[src/rtl/codec_regs.svh]
/*
 * register selects, field positions, reset values and fixed patterns of the
 * codec host interface. assumes it is included by the rtl files only.
 */
`ifndef CODEC_REGS_SVH
`define CODEC_REGS_SVH

// ---------------------------------------------------------------
// register selects {read, a1, a0}
// ---------------------------------------------------------------
`define SEL_FIRST_CTRL   3'h0
`define SEL_SECOND_CTRL  3'h1
`define SEL_DEC_BUF      3'h2
`define SEL_EVENT_FLAGS  3'h4
`define SEL_LEVEL_REPORT 3'h5
`define SEL_ENC_BUF      3'h6

// ---------------------------------------------------------------
// field positions
// ---------------------------------------------------------------
`define FC_ENC_IDLE      0
`define FC_DEC_SOURCE    1
`define SC_ROUTE_A       4
`define SC_ROUTE_B       5
`define SC_POWERSAVE     6
`define SC_HIGH_SENS     7

// ---------------------------------------------------------------
// reset values and patterns
// ---------------------------------------------------------------
`define FIRST_CTRL_RST   8'h00
`define SECOND_CTRL_RST  8'h00
`define IDLE_PATTERN     8'haa
`define PAGE_UNIT_BYTES  9'h020

`endif

[src/rtl/codec_pkg.sv]
/*
 * types shared by the codec host interface files.
 * assumes codec_regs.svh holds the numeric constants.
 */
`default_nettype none

package codec_pkg;
   // register selected by one host access
   typedef enum logic [2:0] {
      REG_NONE,
      REG_FIRST_CTRL,
      REG_SECOND_CTRL,
      REG_DEC_BUF,
      REG_EVENT_FLAGS,
      REG_LEVEL_REPORT,
      REG_ENC_BUF
   } reg_sel_t;
endpackage

`default_nettype wire

[src/rtl/byte_fifo.sv]
/*
 * small synchronous fifo, valid/ready on both sides, with a flush.
 * assumes one clock domain; depth is a power of two.
 */
`default_nettype none

module byte_fifo #(
   parameter int WIDTH = 8,
   parameter int DEPTH = 4
) (
   input  wire logic             clk,
   input  wire logic             rst_n,
   input  wire logic             flush,
   input  wire logic             in_valid,
   output logic                  in_ready,
   input  wire logic [WIDTH-1:0] in_data,
   output logic                  out_valid,
   input  wire logic             out_ready,
   output logic      [WIDTH-1:0] out_data
);
   localparam int AW = $clog2(DEPTH);

   logic [WIDTH-1:0] mem [DEPTH];
   logic [AW-1:0]    wr_q;
   logic [AW-1:0]    rd_q;
   logic [AW:0]      cnt_q;
   logic             push;
   logic             pop;

   // honest flags straight from the fill count
   assign in_ready  = (cnt_q != (AW+1)'(DEPTH));
   assign out_valid = (cnt_q != '0);
   assign out_data  = mem[rd_q];
   assign push      = in_valid && in_ready;
   assign pop       = out_valid && out_ready;

   // ---------------------------------------------------------------
   // storage
   // ---------------------------------------------------------------
   always_ff @(posedge clk)
   begin
      if (push)
         mem[wr_q] <= in_data;
   end

   // ---------------------------------------------------------------
   // pointers and count
   // ---------------------------------------------------------------
   always_ff @(posedge clk or negedge rst_n)
   begin
      if (!rst_n)
      begin
         wr_q  <= '0;
         rd_q  <= '0;
         cnt_q <= '0;
      end
      else if (flush)
      begin
         wr_q  <= '0;
         rd_q  <= '0;
         cnt_q <= '0;
      end
      else
      begin
         if (push)
            wr_q <= wr_q + 1'b1;
         if (pop)
            rd_q <= rd_q + 1'b1;
         cnt_q <= cnt_q + (AW+1)'(push) - (AW+1)'(pop);
      end
   end
endmodule

`default_nettype wire

[src/rtl/codec_host_status_interrupts.sv]
/*
 * host control, status and interrupt logic of a delta-modulation voice codec:
 * control registers, encode/decode byte channels, page level report, irq.
 * assumes host pins and the serial encoder bit / level inputs are synchronous
 * to clk; the analog coder and filters sit outside.
 */
`include "codec_regs.svh"
`default_nettype none

module codec_host_status_interrupts #(
   parameter int BIT_DIV    = 32,
   parameter int FIFO_DEPTH = 4
) (
   input  wire logic       clk,
   input  wire logic       rst_n,
   input  wire logic       cs_n,
   input  wire logic [1:0] addr,
   input  wire logic       rd_wr,
   input  wire logic [7:0] data_in,
   output logic      [7:0] data_out,
   output logic            data_oe,
   output logic            irq_n_out,
   output logic            irq_n_oe,
   input  wire logic       enc_bit_in,
   input  wire logic [3:0] level_ab_in,
   input  wire logic [3:0] level_c_in,
   output logic            dec_bit_out,
   output logic            bit_strobe,
   output logic            route_a_direct,
   output logic            route_b_decoder,
   output logic            powersave,
   output logic            high_sens,
   output logic            enc_fifo_ready
);
   logic [7:0]  first_control_q;
   logic [7:0]  second_control_q;
   logic [7:0]  enc_sr_q;
   logic [2:0]  enc_cnt_q;
   logic        idle_ph_q;
   logic [7:0]  enc_buf_q;
   logic [7:0]  dec_buf_q;
   logic [7:0]  dec_sr_q;
   logic [2:0]  dec_cnt_q;
   logic [7:0]  level_report_q;
   logic [8:0]  page_cnt_q;
   logic        enc_rdy_q, dec_rdy_q, page_rdy_q;
   logic        enc_ovs_q, dec_ovs_q, page_ovs_q;
   logic        cs_prev_q;
   logic        tick;
   logic        acc;
   logic        enc_bit, byte_done, page_end, reload;
   logic [7:0]  enc_byte;
   logic        fifo_valid, fifo_ready, fifo_in_ready;
   logic [7:0]  fifo_data;
   logic        pop, enc_rd, dec_wr, clean;
   codec_pkg::reg_sel_t sel;

   // three-bit select {read, a1, a0} onto a register name
   function automatic codec_pkg::reg_sel_t decode_sel(input logic [2:0] s);
      case (s)
         `SEL_FIRST_CTRL:   decode_sel = codec_pkg::REG_FIRST_CTRL;
         `SEL_SECOND_CTRL:  decode_sel = codec_pkg::REG_SECOND_CTRL;
         `SEL_DEC_BUF:      decode_sel = codec_pkg::REG_DEC_BUF;
         `SEL_EVENT_FLAGS:  decode_sel = codec_pkg::REG_EVENT_FLAGS;
         `SEL_LEVEL_REPORT: decode_sel = codec_pkg::REG_LEVEL_REPORT;
         `SEL_ENC_BUF:      decode_sel = codec_pkg::REG_ENC_BUF;
         default:           decode_sel = codec_pkg::REG_NONE;
      endcase
   endfunction

   // ---------------------------------------------------------------
   // host access decode
   // ---------------------------------------------------------------
   // side effects fire once, on the first cycle of a chip select
   assign acc    = !cs_n && cs_prev_q;
   assign sel    = decode_sel({rd_wr, addr[1], addr[0]});
   assign enc_rd = acc && (sel == codec_pkg::REG_ENC_BUF);
   assign dec_wr = acc && (sel == codec_pkg::REG_DEC_BUF);
   // both conditions gone bad: either buffer access restarts both channels
   assign clean  = enc_ovs_q && dec_ovs_q && (enc_rd || dec_wr);

   always_ff @(posedge clk or negedge rst_n)
   begin
      if (!rst_n)
         cs_prev_q <= 1'b1;
      else
         cs_prev_q <= cs_n;
   end

   // ---------------------------------------------------------------
   // control registers
   // ---------------------------------------------------------------
   always_ff @(posedge clk or negedge rst_n)
   begin
      if (!rst_n)
      begin
         first_control_q  <= `FIRST_CTRL_RST;
         second_control_q <= `SECOND_CTRL_RST;
      end
      else if (acc && sel == codec_pkg::REG_FIRST_CTRL)
         first_control_q <= data_in;
      else if (acc && sel == codec_pkg::REG_SECOND_CTRL)
         second_control_q <= data_in;
   end

   // analog switch and mode outputs, registered from the control byte
   always_ff @(posedge clk or negedge rst_n)
   begin
      if (!rst_n)
      begin
         route_a_direct  <= 1'b0;
         route_b_decoder <= 1'b0;
         powersave       <= 1'b0;
         high_sens       <= 1'b0;
      end
      else
      begin
         route_a_direct  <= second_control_q[`SC_ROUTE_A];
         route_b_decoder <= second_control_q[`SC_ROUTE_B];
         powersave       <= second_control_q[`SC_POWERSAVE];
         high_sens       <= second_control_q[`SC_HIGH_SENS];
      end
   end

   // ---------------------------------------------------------------
   // data bit rate
   // ---------------------------------------------------------------
   // bit clock stops in power save, so the coder idles with the analog side
   rate_divider #(
      .DIV (BIT_DIV)
   ) u_div (
      .clk   (clk),
      .rst_n (rst_n),
      .run   (!second_control_q[`SC_POWERSAVE]),
      .tick  (tick)
   );

   // ---------------------------------------------------------------
   // encode shift register
   // ---------------------------------------------------------------
   // idle mode shifts alternating bits; the level inputs still see real audio
   assign enc_bit   = first_control_q[`FC_ENC_IDLE] ? idle_ph_q : enc_bit_in;
   assign enc_byte  = {enc_sr_q[6:0], enc_bit};
   assign byte_done = tick && (enc_cnt_q == 3'h7);

   always_ff @(posedge clk or negedge rst_n)
   begin
      if (!rst_n)
      begin
         enc_sr_q  <= 8'h00;
         enc_cnt_q <= 3'h0;
         idle_ph_q <= 1'b1;
      end
      else if (clean)
         enc_cnt_q <= 3'h0;
      else if (tick)
      begin
         enc_sr_q  <= enc_byte;
         enc_cnt_q <= enc_cnt_q + 3'h1;
         idle_ph_q <= !idle_ph_q;
      end
   end

   // ---------------------------------------------------------------
   // encode byte fifo
   // ---------------------------------------------------------------
   // a halted channel lets the fifo fill; bytes past full are lost as they
   // would be on the device, and enc_fifo_ready tells the outside so
   assign fifo_ready = !enc_ovs_q;
   assign pop        = fifo_valid && fifo_ready;

   byte_fifo #(
      .WIDTH (8),
      .DEPTH (FIFO_DEPTH)
   ) u_fifo (
      .clk       (clk),
      .rst_n     (rst_n),
      .flush     (clean),
      .in_valid  (byte_done),
      .in_ready  (fifo_in_ready),
      .in_data   (enc_byte),
      .out_valid (fifo_valid),
      .out_ready (fifo_ready),
      .out_data  (fifo_data)
   );

   always_ff @(posedge clk or negedge rst_n)
   begin
      if (!rst_n)
         enc_fifo_ready <= 1'b1;
      else
         enc_fifo_ready <= fifo_in_ready;
   end

   // ---------------------------------------------------------------
   // encode buffer and flags
   // ---------------------------------------------------------------
   // a new byte while the previous one is unread is an overspill: the buffer
   // keeps the old byte and the ready flag drops so the irq goes quiet unless the decode or page ready flag stands
   always_ff @(posedge clk or negedge rst_n)
   begin
      if (!rst_n)
      begin
         enc_buf_q <= 8'h00;
         enc_rdy_q <= 1'b0;
         enc_ovs_q <= 1'b0;
      end
      else if (clean)
      begin
         enc_rdy_q <= 1'b0;
         enc_ovs_q <= 1'b0;
      end
      else
      begin
         if (pop && !(enc_rdy_q && !enc_rd))
         begin
            enc_buf_q <= fifo_data;
            enc_rdy_q <= 1'b1;
         end
         else if (pop)
         begin
            enc_rdy_q <= 1'b0;
            enc_ovs_q <= 1'b1;
         end
         else if (enc_rd)
            enc_rdy_q <= 1'b0;
         if (enc_rd && !pop)
            enc_ovs_q <= 1'b0;
         else if (dec_wr && enc_ovs_q && dec_ovs_q)
            enc_ovs_q <= 1'b0;
      end
   end

   // ---------------------------------------------------------------
   // decode shift register, buffer and flags
   // ---------------------------------------------------------------
   assign reload = tick && (dec_cnt_q == 3'h7);

   always_ff @(posedge clk or negedge rst_n)
   begin
      if (!rst_n)
      begin
         dec_sr_q  <= `IDLE_PATTERN;
         dec_cnt_q <= 3'h0;
      end
      else if (clean)
         dec_cnt_q <= 3'h0;
      else if (reload)
      begin
         dec_cnt_q <= 3'h0;
         // an unwritten buffer or a halted channel shifts idle instead
         if (dec_ovs_q || (dec_rdy_q && !dec_wr))
            dec_sr_q <= `IDLE_PATTERN;
         else
            dec_sr_q <= dec_wr ? data_in : dec_buf_q; // a same-cycle write is not lost
      end
      else if (tick)
      begin
         dec_sr_q  <= {dec_sr_q[6:0], 1'b0};
         dec_cnt_q <= dec_cnt_q + 3'h1;
      end
   end

   always_ff @(posedge clk or negedge rst_n)
   begin
      if (!rst_n)
      begin
         dec_buf_q <= 8'h00;
         dec_rdy_q <= 1'b0;
         dec_ovs_q <= 1'b0;
      end
      else if (clean)
      begin
         if (dec_wr)
            dec_buf_q <= data_in;
         dec_rdy_q <= 1'b0;
         dec_ovs_q <= 1'b0;
      end
      else
      begin
         if (dec_wr)
            dec_buf_q <= data_in;
         if (reload && !dec_ovs_q && dec_rdy_q && !dec_wr)
         begin
            dec_rdy_q <= 1'b0;
            dec_ovs_q <= 1'b1;
         end
         else if (reload && !dec_ovs_q)
            dec_rdy_q <= 1'b1;
         else if (dec_wr)
            dec_rdy_q <= 1'b0;
         if (dec_wr && dec_ovs_q && !enc_ovs_q)
            dec_ovs_q <= 1'b0;
         else if (enc_rd && dec_ovs_q && enc_ovs_q)
            dec_ovs_q <= 1'b0;
      end
   end

   // decoder source: straight encoder bits, or the decode shifter
   always_ff @(posedge clk or negedge rst_n)
   begin
      if (!rst_n)
         dec_bit_out <= 1'b0;
      else if (first_control_q[`FC_DEC_SOURCE])
         dec_bit_out <= enc_sr_q[0];
      else
         dec_bit_out <= dec_sr_q[7];
   end

   always_ff @(posedge clk or negedge rst_n)
   begin
      if (!rst_n)
         bit_strobe <= 1'b0;
      else
         bit_strobe <= tick;
   end

   // ---------------------------------------------------------------
   // page counter and level report
   // ---------------------------------------------------------------
   // page length is (size field + 1) units of 32 encoded bytes
   assign page_end = byte_done &&
      (page_cnt_q == (9'(second_control_q[2:0]) + 9'h1) * `PAGE_UNIT_BYTES - 9'h1);

   always_ff @(posedge clk or negedge rst_n)
   begin
      if (!rst_n)
         page_cnt_q <= 9'h000;
      else if (page_end)
         page_cnt_q <= 9'h000;
      else if (byte_done)
         page_cnt_q <= page_cnt_q + 9'h001;
   end

   // the report updates every page even after an overspill
   always_ff @(posedge clk or negedge rst_n)
   begin
      if (!rst_n)
         level_report_q <= 8'h00;
      else if (page_end)
         level_report_q <= {level_c_in, level_ab_in};
   end

   always_ff @(posedge clk or negedge rst_n)
   begin
      if (!rst_n)
      begin
         page_rdy_q <= 1'b0;
         page_ovs_q <= 1'b0;
      end
      else
      begin
         if (page_end && page_rdy_q && !(acc && sel == codec_pkg::REG_LEVEL_REPORT))
         begin
            page_rdy_q <= 1'b0;
            page_ovs_q <= 1'b1;
         end
         else if (page_end)
            page_rdy_q <= 1'b1;
         else if (acc && sel == codec_pkg::REG_LEVEL_REPORT)
            page_rdy_q <= 1'b0;
         if (!page_end && acc && (sel == codec_pkg::REG_LEVEL_REPORT ||
                                  sel == codec_pkg::REG_SECOND_CTRL))
            page_ovs_q <= 1'b0;
      end
   end

   // ---------------------------------------------------------------
   // read data and interrupt pin
   // ---------------------------------------------------------------
   always_ff @(posedge clk or negedge rst_n)
   begin
      if (!rst_n)
      begin
         data_out <= 8'h00;
         data_oe  <= 1'b0;
      end
      else
      begin
         data_oe <= !cs_n && rd_wr;
         case (sel)
            codec_pkg::REG_EVENT_FLAGS:
               data_out <= {2'b00, page_ovs_q, dec_ovs_q, enc_ovs_q,
                            page_rdy_q, dec_rdy_q, enc_rdy_q};
            codec_pkg::REG_LEVEL_REPORT: data_out <= level_report_q;
            codec_pkg::REG_ENC_BUF:      data_out <= enc_buf_q;
            default:                     data_out <= 8'h00;
         endcase
      end
   end

   // open drain: pull low while any ready flag stands, else release
   always_ff @(posedge clk or negedge rst_n)
   begin
      if (!rst_n)
      begin
         irq_n_out <= 1'b1;
         irq_n_oe  <= 1'b0;
      end
      else
      begin
         irq_n_out <= 1'b0;
         irq_n_oe  <= enc_rdy_q || dec_rdy_q || page_rdy_q;
      end
   end
endmodule

`default_nettype wire

[src/rtl/rate_divider.sv]
/*
 * divider that gives a one-cycle data bit enable every div clocks.
 * assumes one clock domain; run low holds the count at zero.
 */
`default_nettype none

module rate_divider #(
   parameter int DIV = 32
) (
   input  wire logic clk,
   input  wire logic rst_n,
   input  wire logic run,
   output logic      tick
);
   localparam int CW = $clog2(DIV);

   logic [CW-1:0] cnt_q;

   // ---------------------------------------------------------------
   // counter and tick
   // ---------------------------------------------------------------
   always_ff @(posedge clk or negedge rst_n)
   begin
      if (!rst_n)
      begin
         cnt_q <= '0;
         tick  <= 1'b0;
      end
      else if (!run)
      begin
         cnt_q <= '0;
         tick  <= 1'b0;
      end
      else
      begin
         tick  <= (cnt_q == CW'(DIV - 1));
         cnt_q <= (cnt_q == CW'(DIV - 1)) ? '0 : cnt_q + 1'b1;
      end
   end
endmodule

`default_nettype wire

[config.mk]
export PLATFORM = sky130hd
export DESIGN_NAME = codec_host_status_interrupts
export DESIGN_NICKNAME = d
export VERILOG_FILES = /design/src/rtl/codec_pkg.sv /design/src/rtl/byte_fifo.sv /design/src/rtl/codec_host_status_interrupts.sv /design/src/rtl/rate_divider.sv
export VERILOG_INCLUDE_DIRS = /design/src /design/src/rtl
export SDC_FILE = /design/constraint.sdc
export NUM_CORES = 1
export LEC_CHECK = 0
export BUFFER_PORTS_ARGS = -buffer_cell sky130_fd_sc_hd__buf_2
export CORE_MARGIN = 4
export CORE_UTILIZATION = 40
export CTS_CLUSTER_SIZE = 10
export DETAILED_ROUTE_END_ITERATION = 16
export PLACE_DENSITY = 0.56
export SLEW_MARGIN = 25
export SYNTH_ARGS = -nofsm -noshare
export SYNTH_HDL_FRONTEND = slang
export SYNTH_HIERARCHICAL = 1
export SYNTH_SLANG_ARGS = --single-unit
export TNS_END_PERCENT = 1
[constraint.sdc]
create_clock -name clk -period 2.88 [get_ports clk]
set_input_delay 0.144 -clock clk [delete_from_list [all_inputs] [get_ports clk]]
set_output_delay 0.144 -clock clk [all_outputs]
set_load 0.01 [all_outputs]
# [After elaboration in Yosys (flattened, before gate mapping)]
# Memory sizes are Yosys's and may differ from the RTL's. A register that Yosys moved wholly into a read port is not among the register bits.
# Cells that the tools add are included.
[totals] ff_bits=95 latch_bits=0 mem_bits_rw=32 rom_bits=0 input_bits=23 out_inout_bits=18 elab_cells=176 mem_count=1
[op_classes] addsub=10 multipliers=0 div=0 order_cmp=0 eq_ne=17 n_shift=0 muxes=47 bitwise=2 n_reduce_logical=66
[memory_table] memory="u_fifo.mem" words=4 width=8 read_ports=1 rd_ports_with_merged_regs=1 wr=1 line_no="byte_fifo.sv:23" rtl="logic [WIDTH-1:0] mem [DEPTH];"
[op_table] cell="8-bit two-way mux" count=4
[op_table] cell="1-bit logical AND" count=31
[op_table] cell="1-bit two-way mux" count=27
[op_table] cell="3-bit equality test (second input constant)" count=8
[op_table] cell="8-bit one-hot mux with 3 select lines" count=1
[op_table] cell="3-bit two-way mux" count=6
[op_table] cell="9-bit two-way mux" count=2
[op_table] cell="3-bit one-hot mux with 6 select lines" count=1
[op_table] cell="4-bit nonzero test" count=4
[op_table] cell="2-bit nonzero test" count=6
[op_table] cell="1-bit zero test" count=11
[op_table] cell="5-bit two-way mux" count=2
[op_table] cell="2-bit AND reduction" count=5
[op_table] cell="9-bit by 1-bit adder with 9-bit output (second input constant)" count=1
[op_table] cell="3-bit by 2-bit equality test with 1-bit output (second input constant)" count=3
[op_table] cell="9-bit equality test" count=1
[op_table] cell="3-bit nonzero test" count=3
[op_table] cell="9-bit by 1-bit subtractor with 9-bit output (second input constant)" count=1
[op_table] cell="2-bit two-way mux" count=4
[op_table] cell="3-bit by 1-bit adder with 3-bit output (second input constant)" count=2
[op_table] cell="3-bit by 1-bit equality test with 1-bit output (second input constant)" count=2
[op_table] cell="5-bit by 1-bit adder with 5-bit output (second input constant)" count=1
[op_table] cell="5-bit equality test (second input constant)" count=1
[op_table] cell="1-bit logical OR" count=5
[op_table] cell="8 further kinds" count=10

# [Logic depth before layout (Yosys ltp)]
[depth] ltp_word=12 depth_mapped=13 mapped_depth_nobuf=13

# [By module]
# Netlist, hierarchy kept.
[by_module_without_submodules] mod="codec_host_status_interrupts" instances=1 cells_each=323 area_per_inst_um2=3811.2
[by_module_without_submodules] mod="byte_fifo" instances=1 cells_each=87 area_per_inst_um2=1630.3
[by_module_without_submodules] mod="rate_divider" instances=1 cells_each=20 area_per_inst_um2=259.0

# [Least setup slack after synthesis]
# OpenSTA, ideal clock, no wires.
[synth_timing] kind="reg2reg" startpoint="register enc_cnt_q[0]" endpoint="register u_fifo.cnt_q[2]" setup_time_ps=129 arrival_time_ps=2169 t_required_ps=2751 path_slack_ps=582 stages_incl_launch_ff=14 synth_period_minus_slack_ps=2298 cell_sequence="dfrtp_1 > ha_1 > ha_1 > nand2_1 > inv_1 > a21boi_4 > inv_1 > ha_1 > inv_1 > ha_1 > inv_1 > fa_1 > xnor2_1 > nor2_1"
[synth_via] elab_chain_len=6
[synth_lines] item="start: declaration" line_no="codec_host_status_interrupts.sv:38" rtl="logic [2:0] enc_cnt_q;"
[synth_lines] item="start signal: assignment" line_no="codec_host_status_interrupts.sv:159" rtl="enc_cnt_q <= enc_cnt_q + 3'h1;"
[synth_lines] item="3-bit equality test" line_no="codec_host_status_interrupts.sv:144" rtl="assign byte_done = tick && (enc_cnt_q == 3'h7);"
[synth_lines] item="1-bit logical AND" line_no="codec_host_status_interrupts.sv:144"
[synth_lines] item="named net byte_done" line_no="codec_host_status_interrupts.sv:51" rtl="logic enc_bit, byte_done, page_end, reload;"
[synth_lines] item="1-bit logical AND" line_no="byte_fifo.sv:34" rtl="assign push = in_valid && in_ready;"
[synth_lines] item="3-bit by 1-bit adder with 3-bit output" line_no="byte_fifo.sv:69" rtl="cnt_q <= cnt_q + (AW+1)'(push) - (AW+1)'(pop);"
[synth_lines] item="3-bit by 1-bit subtractor with 3-bit output" line_no="byte_fifo.sv:69"
[synth_lines] item="3-bit two-way mux" line_no="byte_fifo.sv:57" rtl="else if (flush)"
[synth_lines] item="end signal: assignment" line_no="byte_fifo.sv:69"
[synth_lines] item="end: declaration" line_no="byte_fifo.sv:26" rtl="logic [AW:0] cnt_q;"
# The timed path passes the listed nets, and every way through them passes these cells.
# A chain may end at the register's enable or synchronous reset.

# [Final worst setup path]
# Ends and elaborated chain as after synthesis.

==> results.sh <==
export IMPL_status="finished clean"
export IMPL_post_drt_wl_per_cell_um=15.4
export IMPL_crit_arrival_ps=2840
export IMPL_io_pins=41
export IMPL_cp_start_kind="flip-flop"
export IMPL_cts_buffers=17
export IMPL_place_area_um2=6110
export IMPL_finClkSkew_ps=7.58
export IMPL_whs_path_depth=2
export IMPL_rr_endpoint="u_fifo/cnt_q[2]"
export IMPL_cpMaxStageDelayCell="fa_1"
export IMPL_die_area_um2=16200
export IMPL_drcViolationCount=0
export IMPL_synth_distinct_cells=53
export IMPL_layout_commonest_cell="dfrtp_1"
export IMPL_critPathTopFamily="adder cells"
export IMPL_layout_common_cells="94 x dfrtp_1, 48 x nand2_1, 39 x buf_2"
export IMPL_cpPeakStageDelay_ps=380
export IMPL_cap_viol_max_count=0
export IMPL_die_height_um=127
export IMPL_vias=3430
export IMPL_max_freq_ghz=0.394
export IMPL_relSlewSlack_pct=50.2
export IMPL_synth_ff_type="dfrtp_1"
export IMPL_grt_antenna_before_repair=0
export IMPL_routed_wl_um=10700
export IMPL_tns_ps=0
export IMPL_path_class="reg2reg"
export IMPL_tightest_slew_ps=746
export IMPL_placed_cells=643
export IMPL_reg2reg_slack_ps=340
export IMPL_period_share_pct=88.1
export IMPL_end_kind="flip-flop"
export IMPL_power_mw=5.01
export IMPL_grt_pass1_wl_um=18300
export IMPL_ys_warn_count=6
export IMPL_area_growth_pct=19.5
export IMPL_fin_util_pct=48.9
export IMPL_finalHoldViolCount=0
export IMPL_setup_viol=0
export IMPL_htree_levels=4
export IMPL_ant_nets=0
export IMPL_design_core_area_um2=13900
export IMPL_syn_nets=469
export IMPL_ys_seq_area_share_pct=61.8
export IMPL_hold_start="rd_wr"
export IMPL_fin_cells=693
export IMPL_drive_gt1_share_pct=26.3
export IMPL_synth_edf_count=32
export IMPL_root_buffer="clkbuf_16"
export IMPL_slew_violations=0
export IMPL_crit_buf_inv=4
export IMPL_crit_path_cell_trace="ha_1 -> ha_1 -> nand2_1 -> inv_1 -> a21boi_4 -> inv_1 -> ha_1 -> inv_1 -> ha_1 -> inv_1 -> fa_1 -> xnor2_1 -> nor2_1"
export IMPL_r2r_cells=13
export IMPL_ys_ff_latch=134
export IMPL_antenna_cells=0
export IMPL_grt_usage_pct=14.5
export IMPL_crit_fanout=7
export IMPL_portBuffers=40
export IMPL_cts_sinks=134
export IMPL_final_nets=539
export IMPL_async_flop_share_pct=76.1
export IMPL_dr_pass1_iters=4
export IMPL_start_util_pct=40.9
export IMPL_final_min_clock_period_ps=2540
export IMPL_path_clk_slew_ps=60
export IMPL_power_density_nw_per_um2=735
export IMPL_stdcell_area_um2=6810
export IMPL_via_per_inst=4.95
export IMPL_hold_class="in2reg"
export IMPL_die_w_um=127
export IMPL_fp_row_count=43
export IMPL_leakage_nw=2.87
export IMPL_syn_cell_area_um2=5700
export IMPL_drtIter0Drc=200
export IMPL_cts_buffer_depth=2
export IMPL_required_ps=3180
export IMPL_avgSynthCellArea_um2=13.3
export IMPL_cts_tree="yes"
export IMPL_dp_hpwl_um=7290
export IMPL_clk_latency_ps=420
export IMPL_gp_congestion=0.702
export IMPL_grt_pass1_vias=3584
export IMPL_grt_overflow_total=0
export IMPL_synthCells=430
export IMPL_irDropWorstVdd_mv=0.439
export IMPL_cts_setup_buffers=0
export IMPL_rr_startpoint="enc_cnt_q[0]"
export IMPL_min_to="data_oe"
export IMPL_rsz0062_at_grt="no"
export IMPL_grt_max_degree=56
layer usage:
layer,global-route usage [%],share of wire [%]
met1,19.5,47
met2,22.3,47
met4,5.05,1.5
met3,4.56,3.8
met5,0,0
worst register-to-register path: stages (launching register included):
cell,delay [ps]
dfrtp_1,360
ha_1,160
ha_1,160
nand2_1,110
inv_1,170
a21boi_4,300
inv_1,70
ha_1,270
inv_1,60
ha_1,130
inv_1,50
fa_1,380
xnor2_1,160
nor2_1,50
cells in the mapped netlist (3+ instances only):
master / n / area share, %
xor2_1: 9 / 1.4
clkbuf_1: 6 / 0.40
mux4_2: 8 / 3.2
mux2_4: 3 / 0.79
nor2b_1: 10 / 1.1
a211oi_1: 4 / 0.53
nand3_1: 5 / 0.44
and2_2: 3 / 0.40
dfstp_2: 8 / 3.7
ha_1: 15 / 3.3
mux2i_1: 11 / 1.9
nand2_1: 48 / 3.2
nor3_1: 8 / 0.70
a21oi_1: 7 / 0.61
xnor2_1: 10 / 1.5
inv_1: 15 / 0.99
dfrtp_1: 94 / 41
o21ai_0: 11 / 0.97
nor2_1: 27 / 1.8
edfxtp_1: 32 / 17
o311ai_0: 3 / 0.46
and2_1: 10 / 1.1
or3_1: 3 / 0.33
nand2b_1: 5 / 0.55
mux2_2: 32 / 6.3
buf_2: 4 / 0.35
nand4_1: 6 / 0.66
repair_timing:
item                      4_1_cts  5_1_grt
hold endpoints to repair       69        0
gates resized for setup         0        0
hold buffers                   18        0
worst max-delay path by stage:
stage,startpoint,to,slack (ps),depth (start not counted)
2_1_floorplan,enc_cnt_q[0],u_fifo/cnt_q[2],580,13
3_3_place_gp,enc_cnt_q[0],u_fifo/cnt_q[2],460,13
3_5_place_dp,enc_cnt_q[0],u_fifo/cnt_q[2],350,13
4_1_cts,enc_cnt_q[0],u_fifo/cnt_q[2],340,13
5_1_grt,enc_cnt_q[0],u_fifo/cnt_q[2],130,13
6_report,enc_cnt_q[0],u_fifo/cnt_q[2],340,13
through the flow:
step | hold WS [ps] | setup slack [ps]
final | 110 | 342
after global routing | 109 | 133
after CTS | 95.7 | 338
after detailed placement | 221 | 354
after global placement | 217 | 462
after floorplan | -152 | 582
logic make-up (layout without fill, tap and decap cells):
logic type / Yosys count / count (layout) / share of synthesized area, %
buffers and inverters: 29 / 112 / 2.52
AO/OA/AOI/OAI: 40 / 40 / 4.89
multiplexers: 54 / 54 / 12.2
flip-flops: 134 / 134 / 61.8
XOR/XNOR: 19 / 19 / 2.92
AND/OR/NAND/NOR: 137 / 137 / 11.9
other: 1 / 1 / 0.0658
adder cells (fa/ha/maj): 16 / 16 / 3.64
layout make-up:
class,instances,area (um^2)
Clock inverter,11,77.6
Clock buffer,21,450
Fill cell,1249,7120
Multi-Input combinational cell,267,2030
Tap cell,180,225
Inverter,15,56.3
Sequential cell,134,3520
Timing Repair Buffer,65,448
registers in the layout, indices dropped and copies added, names as in the netlist, 2 cells and up:
name	count
page_cnt_q	9
enc_cnt_q	3
enc_buf_q	8
u_div/cnt_q	5
enc_sr_q	7
dec_cnt_q	3
u_fifo/wr_q	2
data_out	8
dec_sr_q	8
u_fifo/cnt_q	3
second_control_q	7
u_fifo/mem	32
first_control_q	2
level_report_q	8
dec_buf_q	8
u_fifo/rd_q	2
power by group:
part | internal, mW | total [mW] | switching [mW]
clock | 1.12 | 1.90 | 0.785
sequential | 2.16 | 2.37 | 0.215
combinational | 0.402 | 0.732 | 0.330
total | 3.68 | 5.01 | 1.33
Note: power is estimated with default switching activity, not from simulation.
